### config.mk
export PLATFORM = sky130hd
export DESIGN_NAME = slev_line_status
export DESIGN_NICKNAME = d
export VERILOG_FILES = /design/src/logic/slev_line_status.v /design/src/logic/slev_srs.v /design/src/logic/slev_sync.v
export VERILOG_INCLUDE_DIRS = /design/src /design/src/logic
export SDC_FILE = /design/constraint.sdc
export NUM_CORES = 1
export LEC_CHECK = 0
export ABC_CLOCK_PERIOD_IN_PS = 1850
export BUFFER_PORTS_ARGS = -buffer_cell sky130_fd_sc_hd__buf_2
export CAP_MARGIN = 20
export CORE_ASPECT_RATIO = 0.6
export CORE_UTILIZATION = 40
export CTS_CLUSTER_SIZE = 8
export DETAILED_ROUTE_END_ITERATION = 6
export GPL_TIMING_DRIVEN = 0
export HOLD_SLACK_MARGIN = 0.05
export PLACE_DENSITY = 0.78
export SLEW_MARGIN = 20
export SYNTH_ARGS = -nofsm -noshare
export SYNTH_HDL_FRONTEND = slang
export SYNTH_SLANG_ARGS = --single-unit
### constraint.sdc
create_clock -name clk_sys -period 1.85 [get_ports clk_sys]
set_clock_uncertainty 0.15 [all_clocks]
set_input_delay 0.0925 -clock clk_sys [delete_from_list [all_inputs] [get_ports clk_sys]]
set_output_delay 0.0925 -clock clk_sys [all_outputs]
set_load 0.03 [all_outputs]
### src/logic/slev_regs.vh
// Constants for the serial line event status block.
`ifndef SLEV_REGS_VH
`define SLEV_REGS_VH

// Read pointer values selecting the status registers.
`define SLEV_PTR_LINE_BUFFER_STATUS 1'b0
`define SLEV_PTR_SPECIAL_RECEIVE_STATUS 1'b1

// Channel operating modes.
`define SLEV_MODE_ASYNC 3'h0
`define SLEV_MODE_EXT_ALIGN 3'h1
`define SLEV_MODE_ONE_CHAR 3'h2
`define SLEV_MODE_TWO_CHAR 3'h3
`define SLEV_MODE_SDLC 3'h4

// Command register fields.
`define SLEV_CMD_CODE_HI 5
`define SLEV_CMD_CODE_LO 3
`define SLEV_CMD_RESET_HI 7
`define SLEV_CMD_RESET_LO 6
`define SLEV_CMD_LINE_EVENT_RESET_CODE 3'h2
`define SLEV_CMD_UNDERRUN_RESET 2'h3

// Line buffer status bit positions.
`define SLEV_LBS_RX_AVAIL 0
`define SLEV_LBS_INT_PEND 1
`define SLEV_LBS_TX_EMPTY 2
`define SLEV_LBS_CARRIER 3
`define SLEV_LBS_ALIGN 4
`define SLEV_LBS_CTS 5
`define SLEV_LBS_UNDERRUN 6
`define SLEV_LBS_BREAK 7

// Special receive status bit positions.
`define SLEV_SRS_ALL_SENT 0
`define SLEV_SRS_RESIDUE_LO 1
`define SLEV_SRS_RESIDUE_HI 3
`define SLEV_SRS_PARITY 4
`define SLEV_SRS_OVERRUN 5
`define SLEV_SRS_CRC_FRAMING 6
`define SLEV_SRS_END_OF_FRAME 7

// Reset values.
`define SLEV_RST_UNDERRUN 1'b1
`define SLEV_RST_BYTE 8'h00

`endif

### src/logic/slev_line_status.v
// Line event latching and status read-back for one serial channel.
//
// Behaviour
// RQ1: Async mode: alignment pin falling sets alignment flag and raises a line event.
// RQ2: Async mode: alignment pin rising clears alignment flag and raises a line event.
// RQ3: Other events freeze the flag at the inverted pin; reset command shows live level.
// RQ4: External mode: begin-search arms detection; high pin holds flag cleared.
// RQ5: External logic pulls pin low two receive clock rises after last alignment bit.
// RQ6: External logic holds pin low until host reports lost alignment or new message.
// RQ7: External mode: pin returning high raises another line event.
// RQ8: Begin-search again resumes waiting for the pin falling edge.
// RQ9: Character modes: begin-search sets flag; alignment clears it with line event.
// RQ10: Character modes: flag rising after begin-search raises a line event.
// RQ11: Character modes: alignment pin is an output, driven low on pattern found.
// RQ12: SDLC: flag set by begin-search or receiver disable; opening flag clears it.
// RQ13: SDLC: alignment kept after message end; only begin-search or disable sets flag.
// RQ14: Clear-to-send bit latches like carrier bit, showing inverted pin level.
// RQ15: Underrun flag set by any reset, cleared only by underrun reset command.
// RQ16: Transmit underrun sets the flag and raises a pending line event.
// RQ17: Async: null with framing error sets break flag; end seen after reset command.
// RQ18: Break end clears flag with line event; next break needs another reset.
// RQ19: Host should discard one stray null character after a break ends.
// RQ20: SDLC abort sets break flag like break; unused in character modes.
// RQ21: Special receive status layout: frame end, errors, residue code, all-sent.
// RQ22: All-sent tracks transmitter in async, reads one in sync, never interrupts.
// RQ23: Status freezes on a latched event until the line event reset command.
`timescale 1ns/1ps
`include "slev_regs.vh"
`default_nettype none
module slev_line_status (
  // Clock and reset
  input wire clk_sys,
  input wire rst_b,
  // Host command and read port
  input wire cmd_wr,
  input wire [7:0] cmd_data,
  input wire rd_sel,
  output reg [7:0] rd_data,
  output wire line_event_irq,
  // Configuration
  input wire [2:0] mode,
  input wire line_event_int_en,
  input wire begin_search,
  input wire rx_enable,
  // Line pins
  input wire receive_bit_clock,
  input wire align_pin_i,
  output reg align_pin_o,
  output wire align_pin_oe,
  input wire cts_n,
  input wire dcd_n,
  // Receiver and transmitter events, same clock
  input wire tx_underrun,
  input wire rx_null_framing,
  input wire rx_break_end,
  input wire sdlc_abort,
  input wire sdlc_open_flag,
  input wire char_aligned,
  input wire pattern_found,
  // Other status, same clock
  input wire rx_char_avail,
  input wire int_pending,
  input wire tx_buf_empty,
  input wire tx_all_sent,
  input wire end_of_frame,
  input wire crc_framing_error,
  input wire rx_overrun,
  input wire parity_error,
  input wire [2:0] residue_code
);
  localparam NEV = 5;
  localparam IDX_CARRIER = 0;
  localparam IDX_ALIGN = 1;
  localparam IDX_CTS = 2;
  localparam IDX_UNDERRUN = 3;
  localparam IDX_BREAK = 4;

  ////////////////////////////////////////////////////////////////////////////
  // Pin synchronisation and receive clock edge.

  wire [3:0] pins_s;
  wire rxc_s;
  wire align_s;
  wire cts_s;
  wire dcd_s;
  reg rxc_prev_q;
  reg align_rx_q;
  wire rxc_rise;

  slev_sync #(
    .WIDTH(4)
  ) u_sync (
    .clk_sys(clk_sys),
    .rst_b(rst_b),
    .async_in({receive_bit_clock, align_pin_i, cts_n, dcd_n}),
    .sync_out(pins_s)
  );

  assign rxc_s = pins_s[3];
  assign align_s = pins_s[2];
  assign cts_s = pins_s[1];
  assign dcd_s = pins_s[0];
  assign rxc_rise = rxc_s & ~rxc_prev_q;

  // External alignment logic changes the pin in step with the receive clock,
  // so the pin is taken on a receive clock rise to match that timing.
  always @(posedge clk_sys) begin
    if (!rst_b) begin
      rxc_prev_q <= 1'b1;
      align_rx_q <= 1'b1;
    end else begin
      rxc_prev_q <= rxc_s;
      if (mode != `SLEV_MODE_EXT_ALIGN || rxc_rise) begin
        align_rx_q <= align_s; // RQ5
      end
    end
  end

  ////////////////////////////////////////////////////////////////////////////
  // Mode decoding and internal line conditions.

  function is_char_mode;
    input [2:0] m;
    begin
      is_char_mode = (m == `SLEV_MODE_ONE_CHAR) || (m == `SLEV_MODE_TWO_CHAR);
    end
  endfunction

  wire char_mode = is_char_mode(mode);
  wire async_mode = (mode == `SLEV_MODE_ASYNC);
  wire ext_mode = (mode == `SLEV_MODE_EXT_ALIGN);
  wire sdlc_mode = (mode == `SLEV_MODE_SDLC);
  wire line_reset_cmd = cmd_wr &&
    (cmd_data[`SLEV_CMD_CODE_HI:`SLEV_CMD_CODE_LO] == `SLEV_CMD_LINE_EVENT_RESET_CODE);
  wire underrun_reset_cmd = cmd_wr &&
    (cmd_data[`SLEV_CMD_RESET_HI:`SLEV_CMD_RESET_LO] == `SLEV_CMD_UNDERRUN_RESET);

  reg ext_armed_q;
  reg hunt_q;
  reg hunt_d;
  reg break_q;
  reg break_d;
  reg underrun_q;

  // Begin-search re-arms the external detector after alignment was lost.
  always @(posedge clk_sys) begin
    if (!rst_b) begin
      ext_armed_q <= 1'b0;
    end else if (!ext_mode) begin
      ext_armed_q <= 1'b0;
    end else if (begin_search) begin
      ext_armed_q <= 1'b1; // RQ4 RQ8
    end
  end

  // Hunt state for the modes where the device aligns by itself.
  always @* begin
    hunt_d = hunt_q;
    if (char_mode) begin
      if (begin_search) begin
        hunt_d = 1'b1; // RQ9 RQ10
      end else if (char_aligned) begin
        hunt_d = 1'b0; // RQ9
      end
    end else if (sdlc_mode) begin
      if (begin_search || !rx_enable) begin
        hunt_d = 1'b1; // RQ12 RQ13
      end else if (sdlc_open_flag) begin
        hunt_d = 1'b0; // RQ12
      end
    end
  end

  // Break and abort state; ending a break depends on the receiver seeing it.
  always @* begin
    break_d = break_q;
    case (mode)
      `SLEV_MODE_ASYNC: begin
        if (rx_null_framing) begin
          break_d = 1'b1; // RQ17
        end else if (rx_break_end) begin
          break_d = 1'b0; // RQ18
        end
      end
      `SLEV_MODE_SDLC: begin
        if (sdlc_abort) begin
          break_d = 1'b1; // RQ20
        end else if (rx_break_end) begin
          break_d = 1'b0; // RQ20
        end
      end
      default: begin
        break_d = 1'b0; // RQ20
      end
    endcase
  end

  always @(posedge clk_sys) begin
    if (!rst_b) begin
      hunt_q <= 1'b1;
      break_q <= 1'b0;
      underrun_q <= `SLEV_RST_UNDERRUN; // RQ15
    end else begin
      hunt_q <= hunt_d;
      break_q <= break_d;
      // An underrun arriving with the reset command wins.
      if (tx_underrun) begin
        underrun_q <= 1'b1; // RQ16
      end else if (underrun_reset_cmd) begin
        underrun_q <= 1'b0; // RQ15
      end
    end
  end

  ////////////////////////////////////////////////////////////////////////////
  // Live alignment flag per mode.

  reg align_live;

  always @* begin
    case (mode)
      `SLEV_MODE_ASYNC: align_live = ~align_s; // RQ1 RQ2 RQ3
      `SLEV_MODE_EXT_ALIGN: align_live = ext_armed_q & ~align_rx_q; // RQ4 RQ7
      `SLEV_MODE_ONE_CHAR: align_live = hunt_q;
      `SLEV_MODE_TWO_CHAR: align_live = hunt_q;
      `SLEV_MODE_SDLC: align_live = hunt_q;
      default: align_live = 1'b0;
    endcase
  end

  ////////////////////////////////////////////////////////////////////////////
  // Event latch: shown bits follow the live ones until a change latches them.

  wire [NEV-1:0] live;
  reg [NEV-1:0] live_prev_q;
  reg [NEV-1:0] shown_q;
  reg latched_q;
  wire changed_now;

  assign live[IDX_CARRIER] = ~dcd_s;
  assign live[IDX_ALIGN] = align_live;
  assign live[IDX_CTS] = ~cts_s; // RQ14
  assign live[IDX_UNDERRUN] = underrun_q;
  assign live[IDX_BREAK] = break_q;
  assign changed_now = (live != live_prev_q);

  // A change in the reset cycle keeps the latch set, so no event is lost.
  always @(posedge clk_sys) begin
    if (!rst_b) begin
      live_prev_q <= {NEV{1'b0}};
      shown_q <= {NEV{1'b0}};
      latched_q <= 1'b0;
    end else begin
      live_prev_q <= live;
      if (line_reset_cmd) begin
        shown_q <= live; // RQ3 RQ23
        latched_q <= changed_now; // RQ23
      end else if (!latched_q) begin
        shown_q <= live; // RQ1 RQ2
        if (live != shown_q) begin
          latched_q <= 1'b1; // RQ1 RQ2 RQ7 RQ9 RQ10 RQ12 RQ16 RQ17 RQ18
        end
      end
    end
  end

  // The freeze also blocks the next break until the host resets the latch.
  assign line_event_irq = latched_q & line_event_int_en; // RQ1 RQ16 RQ23

  ////////////////////////////////////////////////////////////////////////////
  // Alignment pin driver for the character modes.

  assign align_pin_oe = char_mode; // RQ11

  always @(posedge clk_sys) begin
    if (!rst_b) begin
      align_pin_o <= 1'b1;
    end else begin
      align_pin_o <= ~(char_mode & pattern_found); // RQ11
    end
  end

  ////////////////////////////////////////////////////////////////////////////
  // Status read-back.

  wire [7:0] srs;
  reg [7:0] lbs;

  slev_srs u_srs (
    .clk_sys(clk_sys),
    .rst_b(rst_b),
    .async_mode(async_mode),
    .tx_all_sent(tx_all_sent),
    .end_of_frame(end_of_frame),
    .crc_framing_error(crc_framing_error),
    .rx_overrun(rx_overrun),
    .parity_error(parity_error),
    .residue_code(residue_code),
    .srs_q(srs)
  );

  always @* begin
    lbs = `SLEV_RST_BYTE;
    lbs[`SLEV_LBS_RX_AVAIL] = rx_char_avail;
    lbs[`SLEV_LBS_INT_PEND] = int_pending;
    lbs[`SLEV_LBS_TX_EMPTY] = tx_buf_empty;
    lbs[`SLEV_LBS_CARRIER] = shown_q[IDX_CARRIER];
    lbs[`SLEV_LBS_ALIGN] = shown_q[IDX_ALIGN];
    lbs[`SLEV_LBS_CTS] = shown_q[IDX_CTS]; // RQ14
    lbs[`SLEV_LBS_UNDERRUN] = shown_q[IDX_UNDERRUN];
    lbs[`SLEV_LBS_BREAK] = shown_q[IDX_BREAK];
  end

  always @(posedge clk_sys) begin
    if (!rst_b) begin
      rd_data <= `SLEV_RST_BYTE;
    end else if (rd_sel == `SLEV_PTR_SPECIAL_RECEIVE_STATUS) begin
      rd_data <= srs; // RQ21 RQ22
    end else begin
      rd_data <= lbs;
    end
  end
endmodule // slev_line_status
`default_nettype wire

### src/logic/slev_srs.v
// Special receive status register assembly with the all-sent bit.
`timescale 1ns/1ps
`include "slev_regs.vh"
`default_nettype none
module slev_srs (
  // Clock and reset
  input wire clk_sys,
  input wire rst_b,
  // Mode and receiver status
  input wire async_mode,
  input wire tx_all_sent,
  input wire end_of_frame,
  input wire crc_framing_error,
  input wire rx_overrun,
  input wire parity_error,
  input wire [2:0] residue_code,
  // Register value
  output reg [7:0] srs_q
);
  reg [7:0] srs_d;

  always @* begin
    srs_d = `SLEV_RST_BYTE;
    srs_d[`SLEV_SRS_END_OF_FRAME] = end_of_frame; // RQ21
    srs_d[`SLEV_SRS_CRC_FRAMING] = crc_framing_error; // RQ21
    srs_d[`SLEV_SRS_OVERRUN] = rx_overrun; // RQ21
    srs_d[`SLEV_SRS_PARITY] = parity_error; // RQ21
    srs_d[`SLEV_SRS_RESIDUE_HI:`SLEV_SRS_RESIDUE_LO] = residue_code; // RQ21
    // Synchronous modes have no notion of a draining transmitter.
    srs_d[`SLEV_SRS_ALL_SENT] = async_mode ? tx_all_sent : 1'b1; // RQ22
  end

  always @(posedge clk_sys) begin
    if (!rst_b) begin
      srs_q <= `SLEV_RST_BYTE;
    end else begin
      srs_q <= srs_d;
    end
  end
endmodule // slev_srs
`default_nettype wire

### src/logic/slev_sync.v
// Two flip-flop synchroniser for a group of asynchronous inputs.
`timescale 1ns/1ps
`default_nettype none
module slev_sync #(
  parameter WIDTH = 4
) (
  // Clock and reset
  input wire clk_sys,
  input wire rst_b,
  // Data
  input wire [WIDTH-1:0] async_in,
  output wire [WIDTH-1:0] sync_out
);
  reg [WIDTH-1:0] meta_q;
  reg [WIDTH-1:0] stable_q;

  // Reset value is all ones: every synchronised pin idles high.
  always @(posedge clk_sys) begin
    if (!rst_b) begin
      meta_q <= {WIDTH{1'b1}};
      stable_q <= {WIDTH{1'b1}};
    end else begin
      meta_q <= async_in;
      stable_q <= meta_q;
    end
  end

  assign sync_out = stable_q;
endmodule // slev_sync
`default_nettype wire

After elaboration in Yosys (flattened, before gate mapping)
Cells that the tools add are included.
{ "totals": {"ff_bits": 42, "latchBits": 0, "mem_bits_rw": 0, "rom_bits": 0, "word_cells": 67, "memories": 0} }
{ "classes": {"addsub": 0, "multipliers": 0, "div_mod_pow": 0, "n_lt_le_gt_ge": 0, "eq_ne": 11, "shift": 0, "muxes": 18, "n_bitwise": 11, "n_reduce_logical": 13} }
{ "ops": {"columns": ["op", "n"], "rows": [
  ["1-bit two-way mux", 13],
  ["5-bit two-way mux", 2],
  ["5-bit inequality test", 2],
  ["3-bit by 2-bit == test with 1-bit output, second input constant", 3],
  ["8-bit two-way mux", 1],
  ["1-bit NOT", 7],
  ["1-bit bitwise AND", 4],
  ["3-bit by 1-bit == test with 1-bit output, second input constant", 1],
  ["3-bit == test, second input constant", 1],
  ["3-bit logical NOT", 1],
  ["1-bit logical OR", 3],
  ["3-bit by 1-bit inequality test with 1-bit output, second input constant", 1],
  ["3-bit inequality test, second input constant", 1],
  ["1-bit case mux with 3 select lines", 1],
  ["3-bit AND reduction", 1],
  ["3-bit nonzero test", 1],
  ["3-bit OR reduction", 1],
  ["2-bit == test, second input constant", 1],
  ["1-bit logical AND", 2],
  ["2-bit inequality test, second input constant", 1],
  ["1-bit case mux with 2 select lines", 1],
  ["2-bit AND reduction", 1],
  ["2-bit nonzero test", 1],
  ["2-bit OR reduction", 1],
  ["1-bit logical NOT", 1]
]} }

Logic depth before layout (Yosys ltp)
Gate-level depths: netlist of the first run.
{ "logic_depth": {"ltp_word": 7, "mapped_depth": 5} }

Cells and area by module
From an unflattened synthesis of the first run, not the netlist that was laid out.
{ "hier_totals": {"hier_cells": 144, "hier_area_um2": 1521.5} }
{ "modules_own_cells": {"columns": ["mod", "n_inst", "cells_each", "area_per_inst_um2", "seq_area_each_um2"], "rows": [
  ["slev_line_status", 1, 111, 1087.3, 520.5],
  ["slev_srs", 1, 17, 224.0, 160.2],
  ["slev_sync", 1, 16, 210.2, 160.2]
]} }

Worst setup path after synthesis of the first run
Ideal clock, no wire load.
{ "synth_timing": {"path_kind": "input -> register", "from": "input mode[2]", "to": "register hunt_q", "setup_ps": 136, "arrival_time_ps": 1146, "required_ps": 1564, "path_slack_ps": 418, "path_stages": 5, "n_path_buf": 1, "cell_sequence": "buf_6 > nor2b_1 > nand2_1 > a32oi_1 > o211ai_1"} }
{ "synth_between": {"elab_chain_len": 4} }
{ "synth_lines": {"columns": ["element", "line_no", "rtl"], "rows": [
  ["start: declaration", "slev_line_status.v:41", "input wire [2:0] mode,"],
  ["3-bit by 2-bit == test with 1-bit output", null, null],
  ["1-bit logical OR *", "slev_line_status.v:125", "is_char_mode = (m == `SLEV_MODE_ONE_CHAR) || (m == `SLEV_MODE_TWO_CHAR);"],
  ["net align_pin_oe", "slev_line_status.v:49", "output wire align_pin_oe,"],
  ["3-bit inequality test (no line) (tied with other cells)", null, null],
  ["3-bit AND reduction (no line)", null, null],
  ["end signal: assignment", "slev_line_status.v:204", "hunt_q <= hunt_d;"],
  ["end: declaration", "slev_line_status.v:139", "reg hunt_q;"]
]} }
The timed path passes the listed nets; every way through them passes the cells marked *.
A chain may end at the register's enable or synchronous reset.

Final worst setup path of the first run
{ "layout_timing": {"from": "register rxc_prev_q", "to": "register align_rx_q"} }
{ "layout_between": {"elab_chain_len": 3} }
{ "layout_lines": {"columns": ["element", "line_no", "rtl"], "rows": [
  ["start: declaration", "slev_line_status.v:86", "reg rxc_prev_q;"],
  ["start signal: assignment", "slev_line_status.v:112", "rxc_prev_q <= rxc_s;"],
  ["1-bit NOT", "slev_line_status.v:103", "assign rxc_rise = rxc_s & ~rxc_prev_q;"],
  ["1-bit bitwise AND", "slev_line_status.v:103", null],
  ["1-bit logical OR", "slev_line_status.v:113", "if (mode != `SLEV_MODE_EXT_ALIGN || rxc_rise) begin"],
  ["end signal: assignment", "slev_line_status.v:114", "align_rx_q <= align_s;"],
  ["end: declaration", "slev_line_status.v:87", "reg align_rx_q;"]
]} }
Every way passes these cells.

==> results of run 1 <==
-- cell type report --
class                   count  area share, %
flip-flops and latches     42           38.3
multi-input cells          95           28.6
repair buffers             75           24.0
clock buffers               7           3.48
well taps                  45           2.57
clock inverters             1           1.37
plain buffers               6           1.37
inverters                   2          0.342
-- per-stage QoR --
step | power [W] | hold slack, ns | instances | util (%)
floorplan | 0.00112 | 0.0143 | 145 | -
global placement | 0.00119 | 0.123 | 235 | 52.2
detailed placement | 0.00120 | 0.127 | 235 | 52.2
CTS | 0.00194 | 0.0548 | 273 | 64.1
global route | 0.00202 | 0.0838 | 273 | 64.1
finish | 0.00192 | 0.0635 | 273 | 64.1
-- kinds of logic after synthesis --
logic type             after synthesis
XOR/XNOR                            10
multiplexers                        10
AO/OA/AOI/OAI                       16
flip-flops                          42
buffers and inverters                8
AND/OR/NAND/NOR                     59
-- worst max-delay path: cells and delay by family (launching register included) --
kind                   cells  cell delay [ns]
buffers and inverters      1             0.57
flip-flops                 1             0.30
AND/OR/NAND/NOR            3             0.27
multiplexers               1             0.18
-- sequential cells by signal (all words and copies together), names as in the netlist --
name             count
ext_armed_q          1
latched_q            1
u_sync.meta_q        4
rd_data              8
live_prev_q          5
underrun_q           1
align_pin_o          1
hunt_q               1
u_sync.sync_out      4
shown_q              5
rxc_prev_q           1
u_srs.srs_q          8
break_q              1
align_rx_q           1
-- per-layer routing --
metal,up-vias,GRT usage [%],wire (um)
met5,-,0,0
met4,0,6.25,27
met3,4,6.11,193
met2,45,31.2,1450
met1,560,23.4,1600
li1,647,-,-
-- path summary, 6_finish.rpt --
| check | slack (ns) | endpoint | depth (start not counted) |
|---|---|---|---|
| setup / recovery | 0.27 | align_rx_q | 5 |
| hold / removal | 0.06 | live_prev_q[1] | 4 |
| setup reg to reg | 0.27 | align_rx_q | 5 |
| hold reg to reg | 0.26 | u_sync.sync_out[2] | 1 |
-- cell usage after synthesis (2+ instances only) --
library cell and count:
and2_1 9, xnor2_1 6, nand2_1 6, a21oi_1 3
o21ai_0 2, nor3_1 2, dfxtp_1 42, nand2b_1 10
inv_1 2, a211oi_1 3, clkbuf_1 4, nor2_1 19
xor2_1 4, mux2i_1 10, nand3_1 7
-- power by group --
part           switching (W)  internal, W
clock               0.000295     0.000404
combinational       0.000118     0.000134
sequential         0.0000232     0.000950
==> flow_metrics.py, run 1 <==
metrics = {
    "synth": {
        "synthSimpleGateAreaFrac_pct": 20.3,
        "synth-seq-area-share_pct": 55.9,
        "syn_area_per_cell_um2": 10.4,
        "yosysWarnings": 0,
        "synth-async-reset-ratio_pct": 0,
        "synth-xor-area-share_pct": 5.82,
        "synth-compound-area-share_pct": 8.89,
        "synthAdderAreaFrac_pct": 0,
        "synthMuxAreaShare_pct": 6.65,
        "synth.distinct_cells": 31,
        "postSynthRegisterBits": 42,
        "synthesis.area_um2": 1510,
        "synth_edf_count": 0,
        "ys_top_cells_by_area": "dfxtp_1 56%, mux2i_1 6.7%, nor2_1 4.7%",
        "synth_top_area_share_pct": 55.9,
        "synth_top_family_by_area": "simple AND/OR/NAND/NOR gates",
        "yosys.area.top_type": "dfxtp_1",
        "syn_nets": 185,
        "synth_ff_type": "dfxtp_1",
        "syn_inst": 145,
    },
    "final_layout": {
        "fillCellCount": 313,
        "drive_gt1_share_pct": 23.7,
        "layout_commonest_cell": "buf_2",
        "area_growth_pct": 45.7,
        "multi_input_area_um2": 627,
        "ff_latch_area_um2": 841,
        "nNetsFinal": 267,
        "diodes": 0,
        "design_area_um2": 2190,
        "mostFrequentLayoutCells": "45 x buf_2, 42 x dfxtp_1, 30 x dlygate4sd3_1",
    },
    "pwr": {
        "power.leakage_nw": 0.973,
        "powerDensity_nw_per_um2": 877,
        "ir_drop_uv": 494,
    },
    "timing": {
        "finalCritPeriodShare_pct": 85.5,
        "setup_slack_ns": 0.269,
        "setup-tns-final_ns": 0,
        "fin_crit_ns": 1.58,
        "final-setup-viol-count": 0,
        "worst_slew_pin_slew_ns": 0.651,
        "max_freq_mhz": 632,
        "slew_viol_final": 0,
        "grt_setup_unrepaired": "no",
        "finalHoldViolations": 0,
        "relSlewSlack_pct": 56.6,
    },
    "route": {
        "drtIter0Drc": 37,
        "wirelength_um": 3270,
        "wl_per_cell_um": 12.0,
        "drc": 0,
        "first_pass_iters": 4,
        "via_per_inst": 4.60,
        "vias": 1256,
        "ant_nets": 0,
    },
    "worst_setup_path": {
        "required_ns": 1.87,
        "slowest_delay_ns": 0.57,
        "cp_cell_sequence": "nand2b_1 -> nand3_1 -> dlygate4sd3_1 -> mux2i_1 -> nand2_1",
        "worstSetupPathType": "reg2reg",
        "r2r_start": "rxc_prev_q",
        "arrival_ns": 1.60,
        "cp-start-kind": "flip-flop",
        "end_kind": "flip-flop",
        "cp_max_fo": 1,
        "crit_slowest_cell": "dlygate4sd3_1",
        "startpoint": "rxc_prev_q",
    },
    "floorplan": {
        "dieArea_um2": 4020,
        "die_w_um": 81.2,
        "start_util_pct": 44.0,
        "fp.coreArea_um2": 3420,
        "io_pins": 51,
        "rows": 16,
        "die_y_um": 49.5,
    },
    "clocking": {
        "cts_max_level": 2,
        "clk_pin_slew_ns": 0.07,
        "cts_tree": "done",
        "cts_root_buf": "clkbuf_8",
        "cts_buffers": 5,
        "cts_setup_buffers": 0,
        "cts_resized": 0,
        "ctsHoldBuffers": 30,
        "clkLatencyLatePin_ns": 0.29,
        "clock_sinks": 42,
        "cts_buffer_depth": 2,
    },
    "run": {
        "maxCapViolCount": 0,
    },
    "place": {
        "place_area_um2": 1790,
        "dp_slack_ns": 0.333,
        "place.gp.congestion": 0.749,
        "io_buffer_count": 45,
        "place_hpwl_um": 2170,
    },
    "global_routing": {
        "antenna_found_initial": 0,
        "grt_pass1_vias": 1249,
        "overflow": 0,
        "grt.total_usage_pct": 19.0,
        "grt_pass1_wl_um": 5510,
        "grt_start_max_net_pins": 13,
    },
    "hold_path": {
        "hold_class": "in2reg",
        "hold_start": "mode[2]",
    },
    "run_status": {
        "status": "complete, no violations",
    },
}
(Power assumes the default switching activity.)
==> run 2: changes to the inputs <==
ABC_CLOCK_PERIOD_IN_PS = 1900   (was 1850)
CORE_MARGIN = 1   (was not set)
clock period = 1.9 ns   (was 1.85 ns; I/O delays follow)
==> run 2 against run 1 <==
First-iteration DRC count rose by 78%. Worst hold slack improved by 0.0018 ns. Largest power group unchanged. Critical path depth fell by 1. Wire length fell by 0.24%. Total power fell by 2.6%. Critical path type unchanged. Final area did not move. Sequential cell count did not move. Highest routed layer unchanged.
==> flow_metrics.py, run 2 (synthesis gave the netlist of run 1 again) <==
metrics = {
    "worst_setup_path": {
        "crit_slowest_cell": "dlygate4sd3_1",
        "required_ns": 1.99,
        "end_kind": "flip-flop",
        "worstSetupPathType": "reg2reg",
        "slowest_delay_ns": 0.57,
        "cp_cell_sequence": "inv_1 -> o21ai_0 -> dlygate4sd3_1 -> and3_1",
        "cp_max_fo": 4,
        "arrival_ns": 1.66,
        "cp-start-kind": "flip-flop",
    },
    "route": {
        "met3WireLength_um": 166,
        "drtIter0Drc": 66,
        "drc": 0,
        "wl_met2_um": 1440,
        "ant_nets": 0,
        "wl_per_cell_um": 12.0,
        "vias": 1246,
        "first_pass_iters": 4,
        "wirelength_um": 3270,
        "top_layer_used": "met4",
        "met1_length_um": 1640,
        "via_per_inst": 4.56,
    },
    "clocking": {
        "clkLatencyLatePin_ns": 0.29,
        "cts_setup_buffers": 0,
        "cts_buffer_depth": 2,
        "clk_pin_slew_ns": 0.07,
        "clock_sinks": 42,
        "ctsHoldBuffers": 30,
        "cts_tree": "done",
        "cts_resized": 0,
        "cts_max_level": 2,
        "cts_root_buf": "clkbuf_8",
        "cts_buffers": 5,
    },
    "pwr": {
        "finalPower_w": 0.00187,
        "power.leakage_nw": 0.975,
        "powerDensity_nw_per_um2": 854,
        "ir_drop_uv": 482,
    },
    "final_layout": {
        "drive_gt1_share_pct": 23.7,
        "area_growth_pct": 45.7,
        "nNetsFinal": 267,
        "diodes": 0,
        "design_area_um2": 2190,
        "largest_registers": "rd_data: 8 flops, u_srs.srs_q: 8 flops",
        "mostFrequentLayoutCells": "45 x buf_2, 42 x dfxtp_1, 30 x dlygate4sd3_1",
        "layout_commonest_cell": "buf_2",
    },
    "floorplan": {
        "die_y_um": 49.5,
        "rows": 16,
        "fp.coreArea_um2": 3420,
        "die_w_um": 81.2,
        "dieArea_um2": 4020,
        "start_util_pct": 44.0,
        "io_pins": 51,
    },
    "run_status": {
        "status": "complete, no violations",
    },
    "global_routing": {
        "grt_pass1_vias": 1243,
        "antenna_found_initial": 0,
        "grt_start_max_net_pins": 13,
        "overflow": 0,
        "grt_pass1_wl_um": 5480,
        "grt.total_usage_pct": 18.9,
    },
    "timing": {
        "setup_slack_ns": 0.326,
        "worst_slew_pin_slew_ns": 0.638,
        "finalCritPeriodShare_pct": 82.9,
        "finalHoldViolations": 0,
        "relSlewSlack_pct": 57.5,
        "grt_setup_unrepaired": "no",
        "fin_crit_ns": 1.57,
        "setup-tns-final_ns": 0,
        "max_freq_mhz": 635,
        "final-setup-viol-count": 0,
        "slew_viol_final": 0,
    },
    "hold_path": {
        "hold_class": "in2reg",
    },
    "run": {
        "maxCapViolCount": 0,
    },
    "place": {
        "place_area_um2": 1790,
        "dp_slack_ns": 0.383,
        "place_hpwl_um": 2170,
        "io_buffer_count": 45,
        "place.gp.congestion": 0.749,
    },
}
==> run 2: cell counts in the layout (fill, tap and decap cells not counted) <==
No cell type changed its count.
==> run 2: final timing paths <==
| kind | startpoint | end | slack [ns] | cells past startpoint |
|---|---|---|---|---|
| worst max-delay path | break_q | break_q | 0.33 | 4 |
| worst min-delay path | mode[2] | live_prev_q[1] | 0.07 | 4 |
| worst max register to register | break_q | break_q | 0.33 | 4 |
| worst min register to register | u_sync.meta_q[2] | u_sync.sync_out[2] | 0.26 | 1 |
==> run 2: stage by stage <==
stage	util (%)	hold slack, ns	cells
6_report	64.1	0.0653	273
5_1_grt	64.1	0.0863	273
4_1_cts	64.1	0.0573	273
3_5_place_dp	52.2	0.130	235
3_3_place_gp	52.2	0.125	235
2_1_floorplan	-	0.0168	145
==> run 2: routing by layer <==
layer	vias up	track usage (%)
met4	0	6.25
met1	550	23.4
met2	43	30.8
li1	649	-
met5	-	0
met3	4	6.11
==> run 2: critical path, delay by kind of cell, from the launching register on <==
kind | cells | cell delay [ns]
AO/OA/AOI/OAI | 1 | 0.18
buffers and inverters | 2 | 0.65
flip-flops | 1 | 0.40
AND/OR/NAND/NOR | 1 | 0.14
==> run 2: area by class of cell <==
class / count / area (um2)
timing repair buffer: 75 / 526
clock buffer: 7 / 76.3
fill: 310 / 1230
clock inverter: 1 / 30.0
multi-input combinational: 95 / 627
tap: 45 / 56.3
buffer: 6 / 30.0
sequential: 42 / 841
inverter: 2 / 7.51
==> run 2: report_power, final <==
| group | switching, W | total [W] | internal [W] |
|---|---|---|---|
| combinational | 0.000116 | 0.000246 | 0.000131 |
| sequential | 0.0000226 | 0.000948 | 0.000925 |
| clock | 0.000287 | 0.000680 | 0.000393 |
| total | 0.000425 | 0.00187 | 0.00145 |
